[config.mk]
export PLATFORM = sky130hd
export DESIGN_NAME = ffce_dev_flat
export DESIGN_NICKNAME = d
export VERILOG_FILES = /design/src/design/ffce_pkg.sv /design/src/design/ffce_if.sv /design/src/design/ffce_dev.sv /design/src/flat_wrapper.sv
export VERILOG_INCLUDE_DIRS = /design/src /design/src/design
export SDC_FILE = /design/constraint.sdc
export NUM_CORES = 1
export LEC_CHECK = 0
export ABC_CLOCK_PERIOD_IN_PS = 7500
export BUFFER_PORTS_ARGS = -buffer_cell sky130_fd_sc_hd__buf_2
export CORE_UTILIZATION = 60
export CTS_CLUSTER_SIZE = 28
export DETAILED_ROUTE_END_ITERATION = 10
export GPL_TIMING_DRIVEN = 0
export PLACE_DENSITY_LB_ADDON = 0.2
export SYNTH_ARGS = -nofsm -noshare
export SYNTH_HDL_FRONTEND = slang
export SYNTH_SLANG_ARGS = --single-unit
[constraint.sdc]
create_clock -name i_clk -period 7.5 [get_ports i_clk]
set_clock_uncertainty 0.1 [all_clocks]
set_input_delay 0.75 -clock i_clk [delete_from_list [all_inputs] [get_ports i_clk]]
set_output_delay 0.75 -clock i_clk [all_outputs]
set_load 0.02 [all_outputs]
[src/design/ffce_consts.svh]
// Constants for the floppy FIFO command engine
// Function
// - Sixteen-byte data FIFO, threshold set by software
// - All parameter and data bytes cross the FIFO, except verify data with FIFO on
// - Host transfers only when permit or DMA request, and direction, allow
// - FIFO comes up disabled after hard reset, or software reset without lock
// - Service request raised at programmed threshold level
// - FIFO treated disabled during command byte intake
// - FIFO flushed on entering execution
// - Overrun or underrun aborts command and transfer
// - Aborted write pads sector with 00, valid CRC
// - Host drains read FIFO before result phase
// - Specify selects DMA; request during data commands
// - DMA grant selects FIFO regardless of address
// - Grant alone pops in byte-mode read verify
// - Verify command with FIFO on needs no DMA
// - Separator locks, window splits clock and data bits
// - Separator cycle nominally twelve clocks, pulse-corrected
// - Every pulse yields read and window strobes
// - Pulseless cycles follow integrator-tracked speed
// - Perpendicular command, forces one megabit rate
// - Command, execution, result phases in order
// - Lock keeps FIFO settings across software reset
// - Step direction: 0 outward, 1 inward
`ifndef FFCE_CONSTS_SVH
`define FFCE_CONSTS_SVH
`define FFCE_FIFO_DEPTH 16
`define FFCE_A_STATUS 2'h0
`define FFCE_A_DATA 2'h1
`define FFCE_A_CTRL 2'h2
`define FFCE_MSR_PERMIT 7
`define FFCE_MSR_DIR 6
`define FFCE_MSR_NDMA 5
`define FFCE_MSR_BUSY 4
`define FFCE_CTL_SRST 0
`define FFCE_OP_READ 8'h06
`define FFCE_OP_WRITE 8'h05
`define FFCE_OP_VERIFY 8'h16
`define FFCE_OP_SPECIFY 8'h03
`define FFCE_OP_SETUP 8'h13
`define FFCE_OP_PERP 8'h12
`define FFCE_OP_RSEEK 8'h8F
`define FFCE_SPEC_ND 0
`define FFCE_SET_LOCK 7
`define FFCE_SET_FIFO_ON 5
`define FFCE_PERP_ON 0
`define FFCE_DIR_BIT 6
`define FFCE_RST_FIFO_ON 1'b0
`define FFCE_RST_LEVEL 4'h0
`define FFCE_RST_PTRK 8'h00
`define FFCE_ST_OK 8'h00
`define FFCE_ST_ABORT 8'h40
`define FFCE_ST_INVALID 8'h80
`define FFCE_PAD_BYTE 8'h00
`define FFCE_CRC_INIT 16'hFFFF
`define FFCE_CRC_POLY 16'h1021
`define FFCE_CLK_NS 25
`define FFCE_BIT_NS_1M 1000
`define FFCE_BIT_NS_500K 2000
`define FFCE_DDS_NOM 12
`define FFCE_DDS_MIN 8
`define FFCE_DDS_MAX 16
`endif

[src/design/ffce_pkg.sv]
// Types for the two ends of the floppy FIFO command engine: phases for the controller end, states for the host end
package ffce_pkg;
  typedef enum logic [1:0] {PH_CMD, PH_EXEC, PH_RES} ffce_phase_t;
  typedef enum logic [2:0] {H_POLL, H_WAIT, H_LOOK, H_DRD, H_CAP} ffce_hstate_t;
endpackage : ffce_pkg

[src/design/ffce_if.sv]
// Host bus and DMA handshake between host end and controller end
`timescale 1ns/100ps
`default_nettype none
interface ffce_if;
  logic [1:0] addr;
  logic       wr;
  logic       rd;
  logic [7:0] wdata;
  logic [7:0] rdata;
  logic       dma_request_out;
  logic       dma_grant_n;
  modport dev  (input addr, wr, rd, wdata, dma_grant_n, output rdata, dma_request_out);
  modport host (output addr, wr, rd, wdata, dma_grant_n, input rdata, dma_request_out);
endinterface : ffce_if
`default_nettype wire

[src/design/ffce_dev.sv]
// Controller end: FIFO, command phases, DMA, separator, write serializer
//
// Chosen here: strobed register access and the register offsets.
`timescale 1ns/100ps
`default_nettype none
`include "ffce_consts.svh"
module ffce_dev
  import ffce_pkg::*;
#(
  parameter int DEPTH = `FFCE_FIFO_DEPTH
)(
  // Clock, reset, enable
  input  wire logic i_clk,
  input  wire logic i_arst_n,
  input  wire logic i_ce,
  // Bus from the host
  ffce_if.dev       bus,
  // Drive side
  input  wire logic i_drive_read_stream,
  output logic      o_wr_stream,
  output logic      o_wr_gate,
  output logic      o_sep_read_strobe,
  output logic      o_read_window_strobe,
  output logic [7:0] o_clock_byte,
  output logic      o_step_inward,
  output logic      o_perp_mode,
  output logic [7:0] o_precomp_start_track
);
  localparam int AW = $clog2(DEPTH);
  localparam int CW = AW + 1;
  localparam int C1M = `FFCE_BIT_NS_1M / `FFCE_CLK_NS;
  localparam int C500K = `FFCE_BIT_NS_500K / `FFCE_CLK_NS;

  if (DEPTH < 16 || (1 << AW) != DEPTH) begin : g_chk
    $error("DEPTH must be a power of two of at least 16");
  end

  function automatic logic [15:0] crc_upd(input logic [15:0] c, input logic [7:0] d);
    logic [15:0] r;
    r = c;
    for (int i = 7; i >= 0; i--) begin
      r = (r[15] ^ d[i]) ? ({r[14:0], 1'b0} ^ `FFCE_CRC_POLY) : {r[14:0], 1'b0};
    end
    return r;
  endfunction : crc_upd

  function automatic logic [1:0] pcount(input logic [7:0] op);
    case (op)
      `FFCE_OP_READ, `FFCE_OP_WRITE, `FFCE_OP_VERIFY: pcount = 2'd1;
      `FFCE_OP_PERP, `FFCE_OP_RSEEK:                  pcount = 2'd1;
      `FFCE_OP_SPECIFY:                               pcount = 2'd2;
      `FFCE_OP_SETUP:                                 pcount = 2'd3;
      default:                                        pcount = 2'd0;
    endcase
  endfunction : pcount

  logic [7:0]    mem [DEPTH];
  logic [AW-1:0] wp_reg, rp_reg;
  logic [CW-1:0] cnt_reg;
  ffce_phase_t   ph_reg;
  logic [7:0]    op_reg, stat_reg, rdata_reg;
  logic [1:0]    pleft_reg, pidx_reg;
  logic [8:0]    len_reg;
  logic          done_reg, abort_reg, resl_reg;
  logic          fifo_on_reg, lock_reg, dma_reg, rate1m_reg;
  logic [3:0]    lvl_reg;
  logic [7:0]    ptrk_q;
  // Separator state
  logic          s1_reg, s2_reg, s3_reg, win_reg, seen_reg;
  logic [4:0]    dph_reg, spd_reg;
  logic [2:0]    dbc_reg;
  logic [7:0]    dsh_reg, csh_reg;
  // Write serializer state
  logic          wact_reg, wcrc_reg, wlast_reg;
  logic [6:0]    wcell_reg;
  logic [2:0]    wbit_reg;
  logic [7:0]    wsh_reg;
  logic [15:0]   crc_reg;

  // Bus decode
  wire dma_sel  = !bus.dma_grant_n;
  wire data_sel = dma_sel | (bus.addr == `FFCE_A_DATA);
  wire host_wr  = i_ce & bus.wr & data_sel;
  wire host_rd  = i_ce & bus.rd & data_sel;
  wire srst     = i_ce & bus.wr & !dma_sel & (bus.addr == `FFCE_A_CTRL)
                  & bus.wdata[`FFCE_CTL_SRST];
  wire [7:0] head = mem[rp_reg];

  // Phase and FIFO level decode
  wire is_rd   = (op_reg == `FFCE_OP_READ) | (op_reg == `FFCE_OP_VERIFY);
  wire x_rd    = (ph_reg == PH_EXEC) & is_rd;
  wire x_wr    = (ph_reg == PH_EXEC) & (op_reg == `FFCE_OP_WRITE);
  wire vfy_int = (op_reg == `FFCE_OP_VERIFY) & fifo_on_reg;
  wire empty   = (cnt_reg == '0);
  wire full    = (cnt_reg == CW'(DEPTH));
  wire [CW-1:0] thr = fifo_on_reg ? (CW'(lvl_reg) + CW'(1)) : CW'(1);
  wire rd_rdy  = (cnt_reg >= thr) | (done_reg & !empty);
  wire wr_rdy  = ((CW'(DEPTH) - cnt_reg) >= thr) & !done_reg & !abort_reg;
  wire dreq    = dma_reg & !vfy_int & (x_rd ? rd_rdy : (x_wr & wr_rdy));
  wire permit  = (ph_reg == PH_CMD) ? empty
               : (ph_reg == PH_RES) ? (resl_reg & !empty)
               : (!dma_reg & (x_rd ? rd_rdy : wr_rdy));
  wire dir     = x_rd | (ph_reg == PH_RES);
  wire [7:0] msr = {permit, dir, (ph_reg == PH_EXEC) & !dma_reg,
                    (ph_reg != PH_CMD) | (pleft_reg != 2'd0), 4'h0};

  // Separator pulse and cell decode
  wire pulse    = s2_reg & !s3_reg;
  wire [4:0] half = {1'b0, spd_reg[4:1]};
  wire cell_end = !pulse & (dph_reg == spd_reg - 5'd1);
  wire dds_byte = cell_end & win_reg & (dbc_reg == 3'd7);
  wire [7:0] dds_data = {dsh_reg[6:0], seen_reg};
  wire rx_byte  = i_ce & x_rd & dds_byte & !done_reg;
  wire ovr      = rx_byte & !vfy_int & full;

  // Write serializer byte load
  wire [6:0] wcyc  = rate1m_reg ? 7'(C1M) : 7'(C500K);
  wire wcell_end   = (wcell_reg == wcyc - 7'd1);
  wire wld   = i_ce & x_wr & !done_reg & (wact_reg ? (wcell_end & (wbit_reg == 3'd7)) : !empty);
  wire wdat  = (len_reg != 9'd0);
  wire undr  = wld & !wlast_reg & wdat & empty;
  wire [7:0] wbyte = !wdat ? (wcrc_reg ? crc_reg[7:0] : crc_reg[15:8])
                   : (empty | abort_reg) ? `FFCE_PAD_BYTE : head;

  // FIFO push and pop steering
  wire eng_pop = i_ce & (ph_reg == PH_CMD) & !empty;
  wire res_psh = i_ce & (ph_reg == PH_RES) & !resl_reg & empty;
  wire dds_psh = rx_byte & !vfy_int & !full;
  wire hw_psh  = host_wr & ((ph_reg == PH_CMD) | x_wr) & !full;
  wire psh     = hw_psh | dds_psh | res_psh;
  wire [7:0] psh_d = res_psh ? stat_reg : dds_psh ? dds_data : bus.wdata;
  wire pseudo  = i_ce & x_rd & dreq & dma_sel & !bus.rd & !fifo_on_reg;
  wire pop     = !empty & (eng_pop | pseudo | (wld & wdat & !abort_reg & !wlast_reg)
                 | (host_rd & (x_rd | ph_reg == PH_RES)));
  wire last_p  = eng_pop & (pleft_reg == 2'd1);
  wire go_exec = last_p & (pcount(op_reg) == 2'd1) & ((op_reg == `FFCE_OP_READ)
                 | (op_reg == `FFCE_OP_WRITE) | (op_reg == `FFCE_OP_VERIFY));

  assign bus.dma_request_out = dreq;
  assign bus.rdata = rdata_reg;
  assign o_precomp_start_track = ptrk_q;

  // FIFO storage, written on each push
  always_ff @(posedge i_clk) begin
    if (i_ce & psh) begin
      mem[wp_reg] <= psh_d;
    end
  end

  // FIFO pointers, flushed on entry to execution
  always_ff @(posedge i_clk or negedge i_arst_n) begin
    if (!i_arst_n) begin
      wp_reg <= '0;
      rp_reg <= '0;
      cnt_reg <= '0;
      rdata_reg <= 8'h00;
    end else if (i_ce) begin
      if (bus.rd) rdata_reg <= (data_sel ? head : msr);
      if (srst | go_exec) begin
        wp_reg <= '0;
        rp_reg <= '0;
        cnt_reg <= '0;
      end else begin
        wp_reg <= wp_reg + AW'(psh);
        rp_reg <= rp_reg + AW'(pop);
        cnt_reg <= cnt_reg + CW'(psh) - CW'(pop);
      end
    end
  end

  // Command engine: intake, execution, result
  always_ff @(posedge i_clk or negedge i_arst_n) begin
    if (!i_arst_n) begin
      ph_reg <= PH_CMD;
      {op_reg, stat_reg} <= 16'h0000;
      {pleft_reg, pidx_reg} <= 4'h0;
      len_reg <= 9'h000;
      {done_reg, abort_reg, resl_reg, lock_reg, dma_reg, rate1m_reg} <= 6'h00;
      fifo_on_reg <= `FFCE_RST_FIFO_ON;
      lvl_reg <= `FFCE_RST_LEVEL;
      ptrk_q <= `FFCE_RST_PTRK;
      {o_step_inward, o_perp_mode} <= 2'b00;
    end else if (i_ce) begin
      if (srst) begin
        ph_reg <= PH_CMD;
        pleft_reg <= 2'd0;
        {done_reg, abort_reg, resl_reg} <= 3'b000;
        if (!lock_reg) begin
          fifo_on_reg <= `FFCE_RST_FIFO_ON;
          lvl_reg <= `FFCE_RST_LEVEL;
          ptrk_q <= `FFCE_RST_PTRK;
        end
      end else unique case (ph_reg)
        PH_CMD: if (eng_pop) begin
          if (pleft_reg == 2'd0) begin
            op_reg <= head;
            pleft_reg <= pcount(head);
            pidx_reg <= 2'd0;
            if (pcount(head) == 2'd0) begin
              stat_reg <= `FFCE_ST_INVALID;
              ph_reg <= PH_RES;
            end
          end else begin
            pleft_reg <= pleft_reg - 2'd1;
            pidx_reg <= pidx_reg + 2'd1;
            unique case (op_reg)
              `FFCE_OP_SPECIFY: if (pidx_reg == 2'd1) dma_reg <= !head[`FFCE_SPEC_ND];
              `FFCE_OP_SETUP: unique case (pidx_reg)
                2'd0: lock_reg <= head[`FFCE_SET_LOCK];
                2'd1: {fifo_on_reg, lvl_reg} <= {head[`FFCE_SET_FIFO_ON], head[3:0]};
                default: ptrk_q <= head;
              endcase
              `FFCE_OP_PERP: begin
                o_perp_mode <= head[`FFCE_PERP_ON];
                if (head[`FFCE_PERP_ON]) rate1m_reg <= 1'b1;
              end
              `FFCE_OP_RSEEK: o_step_inward <= head[`FFCE_DIR_BIT];
              default: len_reg <= {head == 8'h00, head};
            endcase
            if (go_exec) begin
              ph_reg <= PH_EXEC;
              {done_reg, abort_reg} <= 2'b00;
            end
          end
        end
        PH_EXEC: begin
          if (rx_byte) begin
            len_reg <= len_reg - 9'd1;
            if (ovr) abort_reg <= 1'b1;
            if (ovr | len_reg == 9'd1) done_reg <= 1'b1;
          end
          if (wld & !wlast_reg & wdat) len_reg <= len_reg - 9'd1;
          if (undr) abort_reg <= 1'b1;
          if (wld & wlast_reg) done_reg <= 1'b1;
          if (done_reg & (x_wr | empty)) begin
            stat_reg <= abort_reg ? `FFCE_ST_ABORT : `FFCE_ST_OK;
            ph_reg <= PH_RES;
          end
        end
        PH_RES: begin
          if (res_psh) resl_reg <= 1'b1;
          else if (resl_reg & empty) begin
            resl_reg <= 1'b0;
            pleft_reg <= 2'd0;
            ph_reg <= PH_CMD;
          end
        end
        default: ph_reg <= PH_CMD;
      endcase
    end
  end

  // Write serializer with zero pad and CRC tail
  always_ff @(posedge i_clk or negedge i_arst_n) begin
    if (!i_arst_n) begin
      {wact_reg, wcrc_reg, wlast_reg} <= 3'b000;
      {wcell_reg, wbit_reg, wsh_reg} <= 18'h00000;
      crc_reg <= `FFCE_CRC_INIT;
    end else if (i_ce) begin
      if (!x_wr | done_reg) begin
        {wact_reg, wcrc_reg, wlast_reg} <= 3'b000;
        wcell_reg <= 7'd0;
        wbit_reg <= 3'd0;
        crc_reg <= `FFCE_CRC_INIT;
      end else begin
        wcell_reg <= wcell_end ? 7'd0 : wcell_reg + 7'd1;
        if (wact_reg & wcell_end) wbit_reg <= wbit_reg + 3'd1;
        if (wld) begin
          wact_reg <= 1'b1;
          wcell_reg <= 7'd0;
          wsh_reg <= wbyte;
          if (wdat) crc_reg <= crc_upd(crc_reg, wbyte);
          else if (!wcrc_reg) wcrc_reg <= 1'b1;
          else wlast_reg <= 1'b1;
        end else if (wact_reg & wcell_end) begin
          wsh_reg <= {wsh_reg[6:0], 1'b0};
        end
      end
    end
  end
  assign o_wr_stream = wsh_reg[7] & wact_reg;
  assign o_wr_gate = wact_reg;

  // Digital separator: sync, phase, speed integrator
  always_ff @(posedge i_clk or negedge i_arst_n) begin
    if (!i_arst_n) begin
      {s1_reg, s2_reg, s3_reg, win_reg, seen_reg} <= 5'h00;
      dph_reg <= 5'd0;
      spd_reg <= 5'(`FFCE_DDS_NOM);
      dbc_reg <= 3'd0;
      {dsh_reg, csh_reg, o_clock_byte} <= 24'h000000;
      {o_sep_read_strobe, o_read_window_strobe} <= 2'b00;
    end else if (i_ce) begin
      s1_reg <= i_drive_read_stream;
      s2_reg <= s1_reg;
      s3_reg <= s2_reg;
      o_sep_read_strobe <= pulse;
      o_read_window_strobe <= pulse;
      if (pulse) begin
        dph_reg <= half + 5'd1;
        seen_reg <= 1'b1;
        if (dph_reg > half && spd_reg < 5'(`FFCE_DDS_MAX)) spd_reg <= spd_reg + 5'd1;
        if (dph_reg < half && spd_reg > 5'(`FFCE_DDS_MIN)) spd_reg <= spd_reg - 5'd1;
      end else if (cell_end) begin
        dph_reg <= 5'd0;
        seen_reg <= 1'b0;
        win_reg <= !win_reg;
        if (win_reg) begin
          dsh_reg <= dds_data;
          dbc_reg <= dbc_reg + 3'd1;
          if (dbc_reg == 3'd7) o_clock_byte <= csh_reg;
        end else begin
          csh_reg <= {csh_reg[6:0], seen_reg};
        end
      end else begin
        dph_reg <= dph_reg + 5'd1;
      end
    end
  end
endmodule : ffce_dev
`default_nettype wire

[src/flat_wrapper.sv]
// flat-port wrapper written by rule: the top's interface ports become plain ports
module ffce_dev_flat import ffce_pkg::*;
#(
  parameter int DEPTH = `FFCE_FIFO_DEPTH
)
  (i_clk, i_arst_n, i_ce, i_drive_read_stream, o_wr_stream, o_wr_gate, o_sep_read_strobe, o_read_window_strobe, o_clock_byte, o_step_inward, o_perp_mode, o_precomp_start_track, bus_addr, bus_wr, bus_rd, bus_wdata, bus_dma_grant_n, bus_rdata, bus_dma_request_out);
  ffce_if bus_i ();
  input  wire logic i_clk;
  input  wire logic i_arst_n;
  input  wire logic i_ce;
  input  wire logic i_drive_read_stream;
  output logic o_wr_stream;
  output logic o_wr_gate;
  output logic o_sep_read_strobe;
  output logic o_read_window_strobe;
  output logic [7:0] o_clock_byte;
  output logic o_step_inward;
  output logic o_perp_mode;
  output logic [7:0] o_precomp_start_track;
  input wire logic [$bits(bus_i.addr)-1:0] bus_addr;
  input wire logic [$bits(bus_i.wr)-1:0] bus_wr;
  input wire logic [$bits(bus_i.rd)-1:0] bus_rd;
  input wire logic [$bits(bus_i.wdata)-1:0] bus_wdata;
  input wire logic [$bits(bus_i.dma_grant_n)-1:0] bus_dma_grant_n;
  output wire logic [$bits(bus_i.rdata)-1:0] bus_rdata;
  output wire logic [$bits(bus_i.dma_request_out)-1:0] bus_dma_request_out;
  assign bus_i.addr = bus_addr;
  assign bus_i.wr = bus_wr;
  assign bus_i.rd = bus_rd;
  assign bus_i.wdata = bus_wdata;
  assign bus_i.dma_grant_n = bus_dma_grant_n;
  assign bus_rdata = bus_i.rdata;
  assign bus_dma_request_out = bus_i.dma_request_out;
  ffce_dev #(.DEPTH(DEPTH)) u_core (.i_clk(i_clk), .i_arst_n(i_arst_n), .i_ce(i_ce), .bus(bus_i), .i_drive_read_stream(i_drive_read_stream), .o_wr_stream(o_wr_stream), .o_wr_gate(o_wr_gate), .o_sep_read_strobe(o_sep_read_strobe), .o_read_window_strobe(o_read_window_strobe), .o_clock_byte(o_clock_byte), .o_step_inward(o_step_inward), .o_perp_mode(o_perp_mode), .o_precomp_start_track(o_precomp_start_track));
endmodule
==> results by group, run 1 <==
Synthesis
  • Post-synth ARST share: roughly 53%
  • Synth warn: 0
  • Register area share after synthesis: 55.0%
  • EDFF count, synth: 128
  • Synth area leaders: edfxtp_1, dfrtp_1, mux4_2
  • Area leader, netlist: edfxtp_1
  • Syn Area/Cell: roughly 12 um2
  • Yosys reg bits: ~270
  • Syn Nets: roughly 1200
  • Yosys top cell area share: 28.1%
  • Predominant post-synthesis flop cell: edfxtp_1
  • Yosys cell types: 90
  • Post-Synthesis Cells: 1129
  • Netlist Area Pre-Place: approximately 14000 um2
  • Top post-synthesis cells by count: dfrtp_1, edfxtp_1, nand2_1

Power and ir drop
  • P_int: between 3000 and 4000 uW
  • Leak: just over 0.006 uW
  • Maximum vdd drop: 0.248 mV
  • Power per Cell Area: 370 nW/um2
  • Flop pwr share: between 30% and 40%
  • Psw: ~2100 uW
  • Clk pwr share: roughly a quarter
  • Sw Ratio: roughly 37%
  • Comb pwr share: approximately 40%

Setup path
  • Crit path DAT: between 5 and 6 ns
  • CP required: roughly 8 ns
  • CP endpoint kind: flip-flop
  • Most common cell on crit path: ha_1
  • Slowest cell on crit path: clkbuf_1
  • Critical path's largest stage delay: 0.42 ns
  • Critical Setup Path Class: flip-flop to flip-flop
  • Worst path cell trace: inv_1 > ha_1 > and2_1 > ha_1 > clkbuf_1 > nor2_1 > a21o_1 > and3_1 > buf_2 > nand2_2 > nor3_1 > a211oi_1 > a21oi_1 > ha_1 > inv_1 > ha_1 > fa_1 > a21oi_1 > nor2_1 > nor2_1 > xnor2_1 > o21ai_0 > nand2_1 > o21ai_0
  • Crit Path Max Fanout: 10
  • Worst Setup Start Kind: flip-flop

Run status
  • Status: finished clean

Timing
  • Setup_tns: 0 ns
  • Final period utilization: about two thirds
  • Worst hold slack: around 0.043 ns
  • RSZ-0062 raised after global routing: no
  • Max frequency: approximately 200 MHz
  • Slew headroom: around 8.8%
  • Worst-Margin Slew: between 1 and 1.5 ns
  • Final setup viols: 0
  • Final-report hold violation count: 0
  • Tmin final: between 5 and 6 ns
  • Final Max Slew Viols: 0

Layout
  • Antenna Cells: 0
  • Area Growth Syn to Fin: 12.0%
  • Share of cells above drive strength 1: a little over a fifth
  • # fillers: between 1500 and 2000
  • Number of flip-flops in the largest register: 128
  • Nets: approximately 1300
  • Register area: around 7500 um2
  • Multi-input gate area: 5760 um2

CTS
  • Hold buffers post-CTS: 0
  • Maximum level of the CTS H-tree: 1
  • Longest Clk Path Bufs: 3
  • CTS Buf Count: 28
  • Post-CTS resize count: 0
  • Clk root buf: clkbuf_16
  • CTS tree: yes
  • Clk sinks: 274
  • Postcts setup bufs: 0
  • Worst skew pair latency: roughly 0.56 ns
  • Clock transition at the registers of the reported paths: ~0.060 ns

Placed design
  • # port buffers: 46
  • Placer Congestion: approximately 0.90
  • DP HPWL: between 20000 and 25000 um

Route
  • WL final: between 30000 and 40000 um
  • Wire per inst: 21.2 um
  • Remaining antenna violation count: 0
  • 1st-pass router iterations: 7
  • Initial DRC Count: slightly below 800
  • Drt via density: 6.21
  • Via count: 9377
  • DRC: 0

Floorplanning
  • Die Height: 153 um
  • I/O pins: 48
  • Die area: between 20000 and 25000 um2
  • Row Count: 54
  • Core Region: ~22000 um2
  • Initial core utilization: 61.9%
  • Floorplan die width: 153 um

Global route
  • Initial antenna violation count: 0
  • Tot GR Track Use: about 28%
  • Vias in the first global route: around 9400
  • Pin count of the biggest net entering global routing: 95
  • Grt ovf: 0
  • First-pass GRT wire length: 51300 um

Job
  • MaxCap Viol Count: 0

Worst hold path
  • Worst Hold Class: input pin to asynchronous set/reset pin
[critical path, delay by kind of cell, from the launching register on]
kind,cells,cell delay [ns]
AOI/OAI and AO/OA,6,1.01
xor gates and xnor gates,1,0.15
adders and majority gates,5,1.31
buffers and inverters,4,0.82
DFF,1,0.41
and+or+nand+nor,8,1.06
[cells by family after synthesis]
family          synth area share [%]
simple gates                    12.4
fa+ha+maj                       4.17
mux                             10.6
xor+xnor                        3.81
buf+inv                         3.22
flops                           55.0
compound gates                  10.9
[power by group through the flow]
stage / clock network, uW / registers [uW] / logic (uW)
after floorplan: 0 / 1910 / 1700
after detailed placement: 0 / 1930 / 2280
final: 1450 / 1910 / 2310
after CTS: 1470 / 1910 / 2300
after global placement: 0 / 1930 / 2230
after global routing: 1520 / 1940 / 2550
[per-stage QoR]
stage	total power [uW]	std cells	util, %	setup slack, ns	area (um2)
after global placement	4150	1455	64.5	2.07	14300
after detailed placement	4210	1459	64.9	2.37	14300
after CTS	5680	1511	69.3	2.47	15300
final	5670	1511	69.3	2.49	15300
after floorplan	3610	1129	-	3.44	13700
after global routing	6000	1511	69.3	2.24	15300
[metal layers]
| layer | GRT usage, % | share of wire, % | routed length, um |
|---|---|---|---|
| met5 | 0 | 0 | 0 |
| met4 | 9.67 | 2.3 | 743 |
| met3 | 4.73 | 6.5 | 2070 |
| met2 | 45.3 | 47 | 15000 |
| met1 | 39.8 | 44 | 14200 |
[layout by cell type (no fill, tap or decap), drive strengths merged, types with 19 or more instances in the layout]
| master | n |
|---|---|
| dfrtp | 128 |
| edfxtp | 128 |
| nand2 | 103 |
| nor2 | 86 |
| buf | 74 |
| o21ai | 71 |
| a21oi | 63 |
| clkbuf | 63 |
| ha | 44 |
| mux2 | 42 |
| inv | 33 |
| mux4 | 32 |
| xnor2 | 29 |
| xor2 | 27 |
| mux2i | 25 |
| nand3 | 23 |
| nor3 | 19 |
[layout make-up]
cell class	instances	area share, %
sequential	274	49.1
buffer	56	2.06
timing repair buffer	50	1.87
clock buffer	31	4.85
inverter	33	0.817
clock inverter	21	1.45
tap	280	2.29
multi-input combinational	766	37.6
[path summary, 6_finish.rpt]
path | startpoint | to | slack [ns] | cells past startpoint
worst max-delay path | u_core.cnt_reg[1] | u_core.cnt_reg[4] | 2.49 | 24
worst min-delay path | i_arst_n | u_core.spd_reg[1] | 0.04 | 1
worst max register to register | u_core.cnt_reg[1] | u_core.cnt_reg[4] | 2.49 | 24
worst min register to register | u_core.o_precomp_start_track[6] | u_core.o_precomp_start_track[6] | 0.38 | 2
max in group asynchronous | i_arst_n | u_core.crc_reg[5] | 6.37 | 2
min in group i_clk | i_drive_read_stream | u_core.s1_reg | 0.32 | 2
(Power assumes the default switching activity.)
==> run 2: changes to the inputs <==
--- a/config.mk
+++ b/config.mk
@@ -6,9 +6,9 @@
 export SDC_FILE = /design/constraint.sdc
 export NUM_CORES = 1
 export LEC_CHECK = 0
-export ABC_CLOCK_PERIOD_IN_PS = 7500
+export ABC_CLOCK_PERIOD_IN_PS = 4200
 export BUFFER_PORTS_ARGS = -buffer_cell sky130_fd_sc_hd__buf_2
-export CORE_UTILIZATION = 60
+export CORE_UTILIZATION = 56
 export CTS_CLUSTER_SIZE = 28
 export DETAILED_ROUTE_END_ITERATION = 10
 export GPL_TIMING_DRIVEN = 0
==> constraint.sdc (replaced) <==
create_clock -name i_clk -period 4.2 [get_ports i_clk]
set_clock_uncertainty 0.1 [all_clocks]
set_input_delay 0.42 -clock i_clk [delete_from_list [all_inputs] [get_ports i_clk]]
set_output_delay 0.42 -clock i_clk [all_outputs]
set_load 0.02 [all_outputs]
==> run 2 against run 1 <==
  * The run now ends with setup timing left
  * Worst setup slack worse by 2.5 ns
  * Clock power rose by 63%
  * Flip-flop and latch count did not move
  * Cell area is 2.3% higher
  * Count of clock-buffer cells in the layout rose by 7
  * Via count grew 2.4%
  * Sequential share of layout area decreased by 1.1 points
  * Cell count up 4.0%
  * Die area increased by 7.0%
  * First-iteration DRC count increased by 29%
  * Critical path type unchanged
  * Largest cell class unchanged
  * Highest routed layer is now met5
==> results by group, run 2 (same netlist as run 1, synthesis figures left out) <==
Run status
  • Status: finished with violations
  • Failing checks: setup timing

Timing
  • Final setup viols: 1 (+1)
  • Tmin final: 4.24 ns (-0.766 ns)
  • Max frequency: 236 MHz (+18%)
  • Setup_tns: -0.0397 ns (-0.0397 ns)
  • Worst Setup Slack, final: -0.0397 ns (-2.53 ns)
  • RSZ-0062 raised after global routing: yes
  • Worst-Margin Slew: 1.22 ns (-0.142 ns)
  • Slew headroom: 18.9% (+10 points)
  • Final-report hold violation count: 0 (unchanged)
  • Final Max Slew Viols: 0 (unchanged)
  • Final period utilization: 101% (+34 points)
  • Worst hold slack: 0.202 ns (+0.159 ns)

Global route
  • Tot GR Track Use: 28.3% (-0.091 points)
  • Initial antenna violation count: 0 (unchanged)
  • Pin count of the biggest net entering global routing: 90 (-5.3%)
  • Vias in the first global route: 9419 (+0.15%)
  • Met1 Use GR: 37.1% (-2.7 points)
  • Most Used Layer, Global Route: met2
  • First-pass GRT wire length: 52900 um (+3.1%)
  • Met3 GRT Util: 4.06% (-0.68 points)
  • Grt ovf: 0 (unchanged)
  • GRT met2 Usage: 47.5% (+2.1 points)

Layout
  • Number of flip-flops in the largest register: 128 (unchanged)
  • Antenna Cells: 0 (unchanged)
  • Nets: 1295 (+1.9%)
  • Commonest non-fill, non-tap cells in the layout: edfxtp_1, dfrtp_1, nand2_1
  • Fin cells: 1572 (+4.0%)
  • Area Growth Syn to Fin: 14.6%
  • Share of cells above drive strength 1: 24.5% (+3.6 points)
  • Commonest non-fill, non-tap cell in the layout: edfxtp_1

Setup path
  • Critical path's top delay family: adder cells
  • CP required: 4.53 ns (-3.28 ns)
  • CP endpoint kind: flip-flop
  • Worst path bufs/invs: 3 (-1)
  • Critical path's largest stage delay: 0.49 ns (+0.07 ns)
  • Critical Setup Path Class: flip-flop to flip-flop
  • Crit Path Max Fanout: 4 (-6)
  • Crit path DAT: 4.57 ns (-0.75 ns)
  • Register-to-register setup slack: -0.04 ns (-2.53 ns)
  • Slowest cell on crit path: or4_1
  • Worst Setup Start Kind: flip-flop
  • Worst path cell trace: inv_1 > ha_1 > and2_4 > ha_4 > inv_1 > ha_1 > a21oi_2 > or4_1 > o21ai_2 > nand4_1 > a21oi_2 > ha_1 > inv_1 > ha_2 > fa_2 > a21oi_2 > nor2_1 > nor2_1 > xnor2_1 > o21ai_1 > nand2_1 > o21ai_1

Placed design
  • DP Cell Count: 1501 (+2.9%)
  • Placer Congestion: 0.882 (-2.1%)
  • # port buffers: 46 (unchanged)
  • DP HPWL: 23600 um (+7.9%)

CTS
  • Longest Clk Path Bufs: 3 (unchanged)
  • Worst skew pair latency: 0.57 ns (about the same)
  • Clk root buf: clkbuf_16
  • CTS Buf Count: 29 (+3.6%)
  • Maximum level of the CTS H-tree: 1 (unchanged)
  • Clock transition at the registers of the reported paths: 0.06 ns (about the same)
  • Clk sinks: 274 (unchanged)
  • CTS tree: yes

Floorplanning
  • I/O pins: 48 (unchanged)
  • Floorplan die width: 158 um (+3.5%)
  • Row Count: 56 (+3.7%)
  • Die Height: 158 um (+3.5%)
  • Initial core utilization: 57.8% (-4.2 points)
  • Die area: 25100 um2 (+7.0%)
  • Core Region: 23700 um2 (+7.2%)

Route
  • 1st-pass router iterations: 5 (-2)
  • WL final: 34400 um (+7.7%)
  • Via count: 9604 (+2.4%)
  • Initial DRC Count: 996 (+29%)
  • Remaining antenna violation count: 0 (unchanged)
  • DRC: 0 (unchanged)
  • Wire per inst: 21.9 um (+3.5%)
  • Drt via density: 6.11 (-1.6%)

Power and ir drop
  • Comb pwr share: 43.3% (+2.5 points)
  • Clk pwr share: 23.1% (-2.4 points)
  • Maximum vdd drop: 0.501 mV (+100%)
  • P_int: 6270 uW (+77%)
  • Power per Cell Area: 650 nW/um2 (+76%)
  • Sw Ratio: 38.5% (+1.1 points)
  • Leak: 0.00621 uW (+1.6%)
  • Flop pwr share: 33.6% (about the same)
  • Psw: 3920 uW (+85%)

Worst hold path
  • Worst Hold Class: input pin to flip-flop

Job
  • MaxCap Viol Count: 0 (unchanged)
-- run 2: cell types whose count changed in the layout (fill, tap and decap cells not counted), sizes merged --
cell         previous run  this run
clkinvlp                2         1
dlygate4sd3             0         2
clkinv                 15        12
buf                    74        97
bufinv                  4         0
clkbuf                 63        68
-- run 2: final cells by class --
type                       instances  area, um2
buffer                            54        314
clock buffer                      38        790
clock inverter                    13       73.8
fill                            1815       8010
inverter                          33        125
multi-input combinational        766       5950
sequential                       274       7520
tap                              319        399
timing repair buffer              75        494
-- run 2: final timing paths --
path | start | to | cells past startpoint
max | u_core.cnt_reg[2] | u_core.cnt_reg[4] | 22
min | bus_rd | u_core.bus.rdata[7] | 3
max reg2reg | u_core.cnt_reg[2] | u_core.cnt_reg[4] | 22
min reg2reg | u_core.o_precomp_start_track[4] | u_core.o_precomp_start_track[4] | 2
max in group asynchronous | i_arst_n | u_core.crc_reg[10] | 3
min in group asynchronous | i_arst_n | u_core.pidx_reg[0] | 2
-- run 2: power groups by stage --
stage | Sequential, uW | Combinational [uW] | Clock (uW)
finish | 3430 | 4410 | 2360
global route | 3460 | 4800 | 2490
CTS | 3420 | 4240 | 2380
detailed placement | 3460 | 4130 | 0
global placement | 3450 | 4030 | 0
floorplan | 3420 | 3040 | 0
-- run 2: repair_timing --
item                                    4_1_cts  5_1_grt
hold buffers                                  2        0
resized for setup                            28       20
endpoints found under the setup margin      183       16
hold endpoints to repair                     58        0
buffers inserted                             10       10
pin swaps                                     7       17
-- run 2: worst register-to-register path, cell delays in order (launching register included) --
cell     delay [ns]
dfrtp_1        0.37
inv_1          0.09
ha_1           0.21
and2_4         0.15
ha_4           0.25
inv_1          0.03
ha_1           0.28
a21oi_2        0.07
or4_1          0.49
o21ai_2        0.12
nand4_1        0.13
a21oi_2        0.28
ha_1           0.18
inv_1          0.04
ha_2           0.19
fa_2           0.41
a21oi_2        0.15
nor2_1         0.06
nor2_1         0.13
xnor2_1        0.17
o21ai_1        0.10
nand2_1        0.08
o21ai_1        0.05
-- run 2: stage by stage --
step / setup WS [ns] / instance area (um2) / total power, uW / utilization [%]
after floorplan: 0.144 / 13700 / 6450 / -
after global placement: -1.64 / 14300 / 7490 / 60.4
after detailed placement: -0.864 / 14400 / 7590 / 61.0
after CTS: 0.000424 / 15500 / 10000 / 65.5
after global routing: -0.189 / 15700 / 10800 / 66.2
final: -0.0397 / 15700 / 10200 / 66.2
-- run 2: metal layers --
| layer | routed length [um] | vias up |
|---|---|---|
| li1 | - | 4375 |
| met1 | 14000 | 4792 |
| met2 | 16800 | 340 |
| met3 | 2140 | 95 |
| met4 | 1440 | 2 |
| met5 | 41 | - |
